### src/design/isp_pkg.sv
package isp_pkg;
   // ==========================================================
   // Clocking of this controller and of the target
   localparam real CLK_PERIOD_NS = 5.0;
   localparam real DEV_CLK_MHZ = 16.0;
   localparam real DEV_FAST_MHZ = 12.0;
   localparam int DEV_SLOW_PHASE = 2;
   localparam int DEV_FAST_PHASE = 3;
   localparam int DEV_PHASE = (DEV_CLK_MHZ < DEV_FAST_MHZ) ?
      DEV_SLOW_PHASE : DEV_FAST_PHASE;
   // Each serial clock phase must exceed DEV_PHASE target cycles
   localparam real SCK_HALF_NS = (DEV_PHASE + 1) * 1000.0 / DEV_CLK_MHZ;
   localparam int SCK_HALF_CYC = int'($ceil(SCK_HALF_NS / CLK_PERIOD_NS));
   // Reset pulse of at least two target cycles
   localparam int RST_PULSE_DEV = 2;
   localparam real RST_PULSE_NS = RST_PULSE_DEV * 1000.0 / DEV_CLK_MHZ;
   localparam int RST_PULSE_CYC = int'($ceil(RST_PULSE_NS / CLK_PERIOD_NS));

   // ==========================================================
   // Long waits, in milliseconds as printed
   localparam real PWR_WAIT_MS = 20.0;
   localparam real FLASH_WAIT_MS = 4.5;
   localparam real EEPROM_WAIT_MS = 9.0;
   localparam int PWR_WAIT_CYC =
      int'($ceil(PWR_WAIT_MS * 1.0e6 / CLK_PERIOD_NS));
   localparam int FLASH_WAIT_CYC =
      int'($ceil(FLASH_WAIT_MS * 1.0e6 / CLK_PERIOD_NS));
   localparam int EEPROM_WAIT_CYC =
      int'($ceil(EEPROM_WAIT_MS * 1.0e6 / CLK_PERIOD_NS));

   // ==========================================================
   // Instruction bytes
   localparam logic [7:0] INS_ENABLE = 8'hAC;
   localparam logic [7:0] ENABLE_KEY = 8'h53;
   localparam logic [7:0] ERASE_KEY = 8'h80;
   localparam logic [7:0] INS_POLL = 8'hF0;
   localparam logic [7:0] INS_LD_LO = 8'h40;
   localparam logic [7:0] INS_LD_HI = 8'h48;
   localparam logic [7:0] INS_WR_PAGE = 8'h4C;
   localparam logic [7:0] INS_LD_EE = 8'hC1;
   localparam logic [7:0] INS_WR_EE_PAGE = 8'hC2;
   localparam logic [7:0] INS_WR_EE = 8'hC0;
   localparam logic [7:0] INS_RD_LO = 8'h20;
   localparam logic [7:0] INS_RD_HI = 8'h28;
   localparam logic [7:0] INS_RD_EE = 8'hA0;
   localparam logic [7:0] ZERO_BYTE = 8'h00;
   localparam int FRAME_BITS = 32;
   localparam int ECHO_LSB = 8;
   localparam int BUSY_BIT = 0;
   localparam int WORD_BITS = 6;
   localparam int EE_PAGE_BITS = 2;
   localparam logic [2:0] MAX_TRIES = 3'h4;

   // Host commands
   typedef enum logic [3:0] {
      OP_ENABLE, OP_ERASE, OP_LD_FLASH_LO, OP_LD_FLASH_HI, OP_WR_FLASH_PAGE,
      OP_LD_EE_PAGE, OP_WR_EE_PAGE, OP_WR_EE_BYTE, OP_RD_FLASH_LO,
      OP_RD_FLASH_HI, OP_RD_EE, OP_POLL, OP_END
   } isp_op_type;
endpackage

### src/design/isp_prog.sv
// What this block does
// - Programming happens only with reset low; host drives SCK, MOSI.
// - Enable instruction first; nothing else is sent until accepted.
// - Each SCK phase lasts longer than 2 or 3 target cycles.
// - Reset and SCK held low at power-up; reset pulses last two cycles.
// - Wait 20 ms after power-up before the enable instruction.
// - Always send four bytes; on bad echo pulse reset, resend enable.
// - Flash page load sends one byte with six word address bits.
// - Low byte of each word is loaded before its high byte.
// - Page write with the full 16-bit address commits the buffer.
// - No serial access until a flash write has completed.
// - EEPROM byte write carries address and data, then waits.
// - EEPROM page load uses two address bits; commit uses upper bits.
// - Reset released high ends programming mode.
// - Busy poll bit 0 high means pending; wait until it reads 0.
// - Without polling wait 4.5 ms after flash, 9.0 ms after EEPROM.
module isp_prog #(
   parameter int unsigned PWR_WAIT = isp_pkg::PWR_WAIT_CYC,
   parameter int unsigned FLASH_WAIT = isp_pkg::FLASH_WAIT_CYC,
   parameter int unsigned EEPROM_WAIT = isp_pkg::EEPROM_WAIT_CYC
) (
   input wire logic clk,
   input wire logic rst,
   input wire logic cmd_valid,
   output logic cmd_ready,
   input wire isp_pkg::isp_op_type cmd_op,
   input wire logic [15:0] cmd_addr,
   input wire logic [7:0] cmd_data,
   input wire logic poll_mode,
   output logic rsp_valid,
   output logic rsp_error,
   output logic [7:0] rsp_data,
   output logic isp_reset_pin,
   output logic isp_sck,
   output logic isp_mosi,
   input wire logic isp_miso
);
   import isp_pkg::*;

   typedef enum logic [3:0] {
      ST_PWR, ST_IDLE, ST_SHIFT, ST_RST_HI, ST_RST_LO, ST_WAIT, ST_POLL,
      ST_OFF
   } isp_main_type;

   typedef struct packed {
      isp_main_type st;
      logic pin_rst;
      logic enabled;
      logic [2:0] tries;
      logic [31:0] timer;
      isp_op_type op;
      logic lo_ok;
      logic [WORD_BITS-1:0] lo_addr;
      logic rsp_valid;
      logic rsp_error;
      logic [7:0] rsp_data;
      logic go;
      logic [FRAME_BITS-1:0] frame;
   } isp_prog_type;

   localparam logic [31:0] PWR_LAST = 32'(PWR_WAIT - 1);
   localparam logic [31:0] FLASH_LAST = 32'(FLASH_WAIT - 1);
   localparam logic [31:0] EEPROM_LAST = 32'(EEPROM_WAIT - 1);
   localparam logic [31:0] PULSE_LAST = 32'(RST_PULSE_CYC - 1);
   localparam logic [FRAME_BITS-1:0] ENABLE_FRAME =
      {INS_ENABLE, ENABLE_KEY, ZERO_BYTE, ZERO_BYTE};
   localparam logic [FRAME_BITS-1:0] POLL_FRAME =
      {INS_POLL, ZERO_BYTE, ZERO_BYTE, ZERO_BYTE};

   isp_prog_type s;
   isp_prog_type next_s;
   logic sh_done;
   logic [FRAME_BITS-1:0] sh_rx;

   // ==========================================================
   // Four byte instruction for each command
   function automatic logic [FRAME_BITS-1:0] build(
      input isp_op_type op, input logic [15:0] a, input logic [7:0] d);
      logic [7:0] word_lsb;
      logic [7:0] ee_lsb;
      word_lsb = {{(8-WORD_BITS){1'b0}}, a[WORD_BITS-1:0]};
      ee_lsb = {{(8-EE_PAGE_BITS){1'b0}}, a[EE_PAGE_BITS-1:0]};
      case (op)
         OP_ENABLE: build = ENABLE_FRAME;
         OP_ERASE: build = {INS_ENABLE, ERASE_KEY, ZERO_BYTE, ZERO_BYTE};
         OP_LD_FLASH_LO: build = {INS_LD_LO, ZERO_BYTE, word_lsb, d};
         OP_LD_FLASH_HI: build = {INS_LD_HI, ZERO_BYTE, word_lsb, d};
         OP_WR_FLASH_PAGE: build = {INS_WR_PAGE, a, ZERO_BYTE};
         OP_LD_EE_PAGE: build = {INS_LD_EE, ZERO_BYTE, ee_lsb, d};
         OP_WR_EE_PAGE: build = {INS_WR_EE_PAGE, a[15:8],
            a[7:EE_PAGE_BITS], {EE_PAGE_BITS{1'b0}}, ZERO_BYTE};
         OP_WR_EE_BYTE: build = {INS_WR_EE, a, d};
         OP_RD_FLASH_LO: build = {INS_RD_LO, a, ZERO_BYTE};
         OP_RD_FLASH_HI: build = {INS_RD_HI, a, ZERO_BYTE};
         OP_RD_EE: build = {INS_RD_EE, a, ZERO_BYTE};
         default: build = POLL_FRAME;
      endcase
   endfunction

   // Commands that start a self-timed write in the target
   function automatic logic is_write(input isp_op_type op);
      is_write = (op == OP_ERASE) || (op == OP_WR_FLASH_PAGE) ||
         (op == OP_WR_EE_PAGE) || (op == OP_WR_EE_BYTE);
   endfunction

   // ==========================================================
   // Session sequencer
   always_comb begin
      next_s = s;
      next_s.go = 1'b0;
      next_s.rsp_valid = 1'b0;
      next_s.rsp_error = 1'b0;
      case (s.st)
         ST_PWR: begin
            // Reset and SCK low through the power-up wait
            next_s.timer = s.timer + 32'h1;
            if (s.timer == PWR_LAST) begin
               next_s.timer = '0;
               next_s.st = ST_IDLE;
            end
         end
         ST_IDLE: begin
            if (cmd_valid) begin
               next_s.op = cmd_op;
               next_s.frame = build(cmd_op, cmd_addr, cmd_data);
               if (cmd_op == OP_END) begin
                  next_s.pin_rst = 1'b1;
                  next_s.enabled = 1'b0;
                  next_s.rsp_valid = 1'b1;
                  next_s.st = ST_OFF;
               end else if (cmd_op == OP_ENABLE) begin
                  next_s.tries = '0;
                  next_s.go = 1'b1;
                  next_s.st = ST_SHIFT;
               end else if (!s.enabled) begin
                  next_s.rsp_valid = 1'b1;
                  next_s.rsp_error = 1'b1;
               end else if (cmd_op == OP_LD_FLASH_HI && !(s.lo_ok &&
                  s.lo_addr == cmd_addr[WORD_BITS-1:0])) begin
                  next_s.rsp_valid = 1'b1;
                  next_s.rsp_error = 1'b1;
               end else begin
                  next_s.lo_ok = (cmd_op == OP_LD_FLASH_LO);
                  next_s.lo_addr = cmd_addr[WORD_BITS-1:0];
                  next_s.go = 1'b1;
                  next_s.st = ST_SHIFT;
               end
            end
         end
         ST_OFF: begin
            if (cmd_valid) begin
               if (cmd_op == OP_ENABLE) begin
                  // Pull reset low again and let it settle
                  next_s.pin_rst = 1'b0;
                  next_s.tries = '0;
                  next_s.op = cmd_op;
                  next_s.frame = ENABLE_FRAME;
                  next_s.timer = '0;
                  next_s.st = ST_RST_LO;
               end else begin
                  next_s.rsp_valid = 1'b1;
                  next_s.rsp_error = !(cmd_op == OP_END);
               end
            end
         end
         ST_SHIFT: begin
            if (sh_done) begin
               next_s.rsp_data = sh_rx[7:0];
               if (s.op == OP_ENABLE) begin
                  if (sh_rx[ECHO_LSB+7:ECHO_LSB] == ENABLE_KEY) begin
                     next_s.enabled = 1'b1;
                     next_s.rsp_valid = 1'b1;
                     next_s.st = ST_IDLE;
                  end else if (s.tries == MAX_TRIES - 3'h1) begin
                     next_s.rsp_valid = 1'b1;
                     next_s.rsp_error = 1'b1;
                     next_s.st = ST_IDLE;
                  end else begin
                     next_s.pin_rst = 1'b1;
                     next_s.tries = s.tries + 3'h1;
                     next_s.timer = '0;
                     next_s.st = ST_RST_HI;
                  end
               end else if (is_write(s.op)) begin
                  next_s.timer = (s.op == OP_WR_FLASH_PAGE) ?
                     FLASH_LAST : EEPROM_LAST;
                  if (poll_mode) begin
                     next_s.frame = POLL_FRAME;
                     next_s.go = 1'b1;
                     next_s.st = ST_POLL;
                  end else begin
                     next_s.st = ST_WAIT;
                  end
               end else begin
                  next_s.rsp_valid = 1'b1;
                  next_s.st = ST_IDLE;
               end
            end
         end
         ST_RST_HI: begin
            next_s.timer = s.timer + 32'h1;
            if (s.timer == PULSE_LAST) begin
               next_s.pin_rst = 1'b0;
               next_s.timer = '0;
               next_s.st = ST_RST_LO;
            end
         end
         ST_RST_LO: begin
            next_s.timer = s.timer + 32'h1;
            if (s.timer == PULSE_LAST) begin
               next_s.go = 1'b1;
               next_s.st = ST_SHIFT;
            end
         end
         ST_WAIT: begin
            // Port stays silent until the write time is over
            next_s.timer = s.timer - 32'h1;
            if (s.timer == '0) begin
               next_s.rsp_valid = 1'b1;
               next_s.st = ST_IDLE;
            end
         end
         ST_POLL: begin
            if (sh_done) begin
               if (!sh_rx[BUSY_BIT]) begin
                  next_s.rsp_valid = 1'b1;
                  next_s.st = ST_IDLE;
               end else begin
                  next_s.go = 1'b1;
               end
            end
         end
         default: next_s.st = ST_IDLE;
      endcase
   end

   // State register
   always_ff @(posedge clk or posedge rst) begin
      if (rst) begin
         s <= '0;
      end else begin
         s <= next_s;
      end
   end

   // Serial engine, four bytes MSB first
   isp_shift u_shift (
      .clk(clk),
      .rst(rst),
      .start(s.go),
      .frame(s.frame),
      .miso(isp_miso),
      .sck(isp_sck),
      .mosi(isp_mosi),
      .done(sh_done),
      .rx(sh_rx)
   );

   assign cmd_ready = (s.st == ST_IDLE) || (s.st == ST_OFF);
   assign rsp_valid = s.rsp_valid;
   assign rsp_error = s.rsp_error;
   assign rsp_data = s.rsp_data;
   assign isp_reset_pin = s.pin_rst;

   // ==========================================================
   // Checks
   rst_low_shift_a: assert property (
      @(posedge clk) disable iff (rst)
      (s.st == ST_SHIFT || s.st == ST_POLL) |-> !isp_reset_pin)
      else $error("reset pin high during a transfer");
   enable_first_a: assert property (
      @(posedge clk) disable iff (rst)
      s.go && s.frame != ENABLE_FRAME |-> s.enabled)
      else $error("instruction sent before enable");
   pwr_wait_a: assert property (
      @(posedge clk) disable iff (rst)
      $past(s.st) == ST_PWR && s.st != ST_PWR |-> $past(s.timer) == PWR_LAST)
      else $error("power-up wait cut short");
   echo_retry_a: assert property (
      @(posedge clk) disable iff (rst)
      s.st == ST_SHIFT && sh_done && s.op == OP_ENABLE &&
      sh_rx[ECHO_LSB+7:ECHO_LSB] != ENABLE_KEY && s.tries != MAX_TRIES-3'h1
      |=> isp_reset_pin [*8])
      else $error("bad echo without reset pulse");
   hi_after_lo_a: assert property (
      @(posedge clk) disable iff (rst)
      s.go && s.frame[31:24] == INS_LD_HI |-> $past(s.lo_ok))
      else $error("high byte loaded before low byte");
   write_quiet_a: assert property (
      @(posedge clk) disable iff (rst)
      s.st == ST_WAIT && s.timer != '0 |=> !s.go && !rsp_valid)
      else $error("port used during a write wait");
   end_release_a: assert property (
      @(posedge clk) disable iff (rst)
      cmd_valid && cmd_ready && cmd_op == OP_END && s.st == ST_IDLE
      |=> isp_reset_pin && rsp_valid && !rsp_error)
      else $error("end of session did not release reset");
   poll_busy_a: assert property (
      @(posedge clk) disable iff (rst)
      s.st == ST_POLL && sh_done && sh_rx[BUSY_BIT] |=> s.go && !rsp_valid)
      else $error("busy poll answered while pending");

   enable_ok_c: cover property (@(posedge clk) disable iff (rst)
      (s.st == ST_SHIFT && s.op == OP_ENABLE) ##1 s.enabled);
   retry_c: cover property (@(posedge clk) disable iff (rst)
      s.st == ST_RST_HI);
   wait_done_c: cover property (@(posedge clk) disable iff (rst)
      s.st == ST_WAIT && s.timer == '0);
   poll_done_c: cover property (@(posedge clk) disable iff (rst)
      s.st == ST_POLL && sh_done && !sh_rx[BUSY_BIT]);
endmodule

### src/design/isp_shift.sv
module isp_shift (
   input wire logic clk,
   input wire logic rst,
   input wire logic start,
   input wire logic [isp_pkg::FRAME_BITS-1:0] frame,
   input wire logic miso,
   output logic sck,
   output logic mosi,
   output logic done,
   output logic [isp_pkg::FRAME_BITS-1:0] rx
);
   import isp_pkg::*;

   typedef enum logic [1:0] {SH_IDLE, SH_LOW, SH_HIGH} isp_sh_type;
   typedef struct packed {
      isp_sh_type st;
      logic [7:0] cnt;
      logic [4:0] bit_i;
      logic [FRAME_BITS-1:0] sh;
      logic [FRAME_BITS-1:0] rx;
      logic sck;
      logic mosi;
      logic done;
      logic m1;
      logic m2;
   } isp_shift_type;

   localparam logic [7:0] HALF_LAST = 8'(SCK_HALF_CYC - 1);
   localparam logic [4:0] BIT_LAST = 5'(FRAME_BITS - 1);

   isp_shift_type s;
   isp_shift_type next_s;

   // ==========================================================
   // Bit engine, MSB first, mode 0 timing
   always_comb begin
      next_s = s;
      next_s.done = 1'b0;
      next_s.m1 = miso;
      next_s.m2 = s.m1;
      case (s.st)
         SH_IDLE: begin
            if (start) begin
               next_s.sh = frame;
               next_s.mosi = frame[FRAME_BITS-1];
               next_s.bit_i = '0;
               next_s.cnt = '0;
               next_s.st = SH_LOW;
            end
         end
         SH_LOW: begin
            next_s.cnt = s.cnt + 8'h01;
            if (s.cnt == HALF_LAST) begin
               // Target samples MOSI on this rise; MISO settled on the fall
               next_s.sck = 1'b1;
               next_s.rx = {s.rx[FRAME_BITS-2:0], s.m2};
               next_s.cnt = '0;
               next_s.st = SH_HIGH;
            end
         end
         SH_HIGH: begin
            next_s.cnt = s.cnt + 8'h01;
            if (s.cnt == HALF_LAST) begin
               next_s.sck = 1'b0;
               next_s.cnt = '0;
               if (s.bit_i == BIT_LAST) begin
                  next_s.done = 1'b1;
                  next_s.st = SH_IDLE;
               end else begin
                  // New bit set up at the fall, a half period before the rise
                  next_s.sh = {s.sh[FRAME_BITS-2:0], 1'b0};
                  next_s.mosi = s.sh[FRAME_BITS-2];
                  next_s.bit_i = s.bit_i + 5'h01;
                  next_s.st = SH_LOW;
               end
            end
         end
         default: next_s.st = SH_IDLE;
      endcase
   end

   // State register
   always_ff @(posedge clk or posedge rst) begin
      if (rst) begin
         s <= '0;
      end else begin
         s <= next_s;
      end
   end

   assign sck = s.sck;
   assign mosi = s.mosi;
   assign done = s.done;
   assign rx = s.rx;

   // ==========================================================
   // Checks
   logic [7:0] run;
   // Phase length counter, held at zero between frames
   always_ff @(posedge clk or posedge rst) begin
      if (rst) begin
         run <= '0;
      end else if (next_s.sck != s.sck || s.st == SH_IDLE) begin
         run <= 8'h00;
      end else begin
         run <= run + 8'h01;
      end
   end

   sck_phase_a: assert property (
      @(posedge clk) disable iff (rst)
      $changed(sck) |-> $past(run) == HALF_LAST)
      else $error("serial clock phase too short");
   mosi_stable_a: assert property (
      @(posedge clk) disable iff (rst)
      $rose(sck) |-> $stable(mosi) && $past(mosi, 2) == mosi)
      else $error("MOSI moved at the rising edge");
endmodule

### config.mk
export PLATFORM = sky130hd
export DESIGN_NAME = isp_prog
export DESIGN_NICKNAME = d
export VERILOG_FILES = /design/src/design/isp_pkg.sv /design/src/design/isp_prog.sv /design/src/design/isp_shift.sv
export SDC_FILE = /design/constraint.sdc
export NUM_CORES = 1
export LEC_CHECK = 0
export ABC_AREA = 0
export BUFFER_PORTS_ARGS = -buffer_cell sky130_fd_sc_hd__buf_2
export CAP_MARGIN = 5
export CORE_ASPECT_RATIO = 1.1
export CORE_UTILIZATION = 35
export CTS_CLUSTER_SIZE = 10
export DETAILED_ROUTE_END_ITERATION = 8
export PLACE_DENSITY_LB_ADDON = 0.2
export SETUP_SLACK_MARGIN = 0.5
export SLEW_MARGIN = 5
export SYNTH_ARGS = -nofsm -noshare
export SYNTH_HDL_FRONTEND = slang
export SYNTH_SLANG_ARGS = --single-unit
### constraint.sdc
create_clock -name clk -period 8.61 [get_ports clk]
set_input_delay 1.2915 -clock clk [delete_from_list [all_inputs] [get_ports clk]]
set_output_delay 1.2915 -clock clk [all_outputs]
set_load 0.005 [all_outputs]
==> results_dict.tcl <==
set metrics [dict create \
    cp.required_ns 8.91 \
    post-route-period-util 0.433 \
    final_area_sq_um 10500 \
    leakage_nw 4.46 \
    grt_pass1_vias 7584 \
    max_slew_margin 0.118 \
    synth.top_cell.area_share 0.425 \
    maxCapViolations 0 \
    syn2layout_area_growth_pct 10.5 \
    core_area_sq_um 26400 \
    ir_worst_vdd_uv 107 \
    grt-ovfl-total 0 \
    hold_end "u_shift.s[0]$_DFF_PP0_" \
    critPathKind "register to register" \
    place_area_sq_um 9880 \
    cp-end-kind "register" \
    gp_congestion 0.853 \
    synth_fp_nets 1118 \
    grt_pass1_wl_um 40700 \
    netlist_top_cells_count "dfrtp_1 (161), nand2_1 (108), nor2_1 (90)" \
    rows 62 \
    die_w_um 159 \
    yosys_warnings 0 \
    power.density_nw_per_um2 151 \
    slew_violations 0 \
    clock_latency_ns 0.42 \
    cts_num_sinks 161 \
    yosysMostFrequentCell "dfrtp_1" \
    async_flop_share 1.00 \
    synth-seq-cells 161 \
    ys_top_cells_by_area "dfrtp_1 (42%), mux2_2 (4.4%), nand2_1 (4.3%)" \
    cts_resized 0 \
    ios 47 \
    start_util 0.360 \
    die_area_sq_um 27800 \
    post-cts-setup-buffers 0 \
    die_h_um 175 \
    drt_pass1_iterations 5 \
    skew_ns 0.0126 \
    synth_cell_type_count 79 \
    cp-startpoint "s[54]$_DFFE_PP0P_" \
    start_kind "register" \
    yosysTopAreaCell "dfrtp_1" \
    nets 1107 \
    grt_max_degree 85 \
    drive_above_1_share 0.148 \
    synthCells 1073 \
    whs_path_depth 0 \
    grt_util_all_layers 0.182 \
    outcome "finished clean" \
    wirelength_um 24800 \
    reg2reg_depth 7 \
    min_from "u_shift.next_s[0]$_DFF_PP0_" \
    holdCritPathClass "register to register" \
    avgViaCountPerCell 5.59 \
    netlist_area_sq_um 9490 \
    setup-violations-final 0 \
    period_needed_ns 3.72 \
    tritoncts "yes" \
    cts-root-buf "clkbuf_16" \
    worstMarginPinSlew_ns 1.31 \
    fillers 2691 \
    path_clk_slew_ns 0.07 \
    syn_avg_cell_area_sq_um 8.84 \
    numCtsBuffers 17 \
    cts.htree.levels 4 \
    drt.antenna.violating_nets 0 \
    yosysSeqAreaShare 0.425 \
    vias 7988 \
    grt_setup_unrepaired "no" \
    timing.rr.start "s[54]$_DFFE_PP0P_" \
    initialDrtViolationCount 608 \
    synth_edf_count 0 \
    finalHoldViolCount 0 \
    ff2ff_setup_slack_ns 4.89 \
    dp_hpwl_um 16400 \
    drc 0 \
    numPortBuffers 46 \
    cts_hold_buf 0 \
    path_max_fanout 23 \
    ys.flop_type "dfrtp_1" \
    crit_arrival_ns 4.03 \
    timing.fmax_mhz 269 \
    reg2reg_to "s[65]$_DFFE_PP0P_" \
    wl_per_cell_um 17.4 \
    fin_tns_setup_ns 0 \
    cts_max_path_buffers 2 \
    antenna_found_initial 1 \
]
[through the flow]
stage | instances | hold slack, ns | setup WS [ns] | utilization | power (mW)
6_report | 1428 | 0.353 | 4.89 | 0.397 | 1.58
5_1_grt | 1428 | 0.366 | 4.48 | 0.397 | 1.64
4_1_cts | 1427 | 0.357 | 4.90 | 0.397 | 1.61
3_5_place_dp | 1395 | 0.341 | 4.54 | 0.375 | 0.820
3_3_place_gp | 1395 | 0.336 | 4.62 | 0.375 | 0.820
2_1_floorplan | 1073 | 0.331 | 2.97 | - | 0.799
[layout make-up]
cell class	count	area, sq um	area share
multi-input combinational	804	5020	0.479
sequential	161	4030	0.384
clock buffer	19	443	0.0423
antenna	1	2.50	0.000239
timing repair buffer	57	313	0.0299
clock inverter	13	150	0.0143
tap	352	440	0.0420
inverter	21	83.8	0.00800
[logic make-up after synthesis]
family | count (synthesis) | synth area share
AO/OA/AOI/OAI | 285 | 0.195
XOR/XNOR | 22 | 0.0203
adder cells (fa/ha/maj) | 12 | 0.0158
buffers and inverters | 108 | 0.0481
flip-flops | 161 | 0.425
multiplexers | 43 | 0.0508
AND/OR/NAND/NOR | 442 | 0.245
[cell usage in the layout (no fill, tap or decap), types with 18 or more instances in the layout]
| master | count |
|---|---|
| a21oi_1 | 67 |
| mux2_2 | 37 |
| nor3_1 | 30 |
| a31oi_1 | 44 |
| o21ai_0 | 70 |
| xnor2_1 | 19 |
| nand4_1 | 18 |
| dfrtp_1 | 161 |
| nor2b_1 | 40 |
| inv_1 | 20 |
| nand3_1 | 52 |
| buf_2 | 46 |
| nor2_1 | 89 |
| nand2_1 | 108 |
[flip-flops by register name (all words and copies together) (netlist names)]
signal          flops
rsp_error           1
u_shift.sck         1
u_shift.done        1
u_shift.mosi        1
rsp_data            8
s                  83
u_shift.rx         16
rsp_valid           1
u_shift.s          47
isp_reset_pin       1
u_shift.next_s      1
[where the power goes]
group / switching, mW / internal (mW) / total [mW]
combinational: 0.0349 / 0.0121 / 0.0470
clock: 0.336 / 0.442 / 0.778
sequential: 0.0000986 / 0.757 / 0.757
[metal layers]
layer	share of wire	track usage	vias to the layer above
met5	0	0	-
met1	0.46	0.244	3901
met4	0.019	0.0657	0
met2	0.49	0.297	148
li1	-	-	3907
met3	0.032	0.0278	32
[worst max path at each step]
stage	end	slack, ns	cells after the start
after floorplan	isp_reset_pin$_DFFE_PP0P_	2.97	1
after global placement	s[61]$_DFFE_PP0P_	4.62	8
after detailed placement	s[57]$_DFFE_PP0P_	4.54	8
after CTS	s[77]$_DFFE_PP0P_	4.90	8
after global routing	s[73]$_DFFE_PP0P_	4.48	8
final	s[65]$_DFFE_PP0P_	4.89	7
[critical path, stage by stage, from the launching register on]
cell       delay [ns]
dfrtp_1          0.44
ha_1             0.29
nand3_1          0.27
or4_4            0.58
o31ai_1          0.35
nand3_1          0.87
a221oi_1         0.67
o2bb2ai_1        0.12
(Power assumes the default switching activity.)
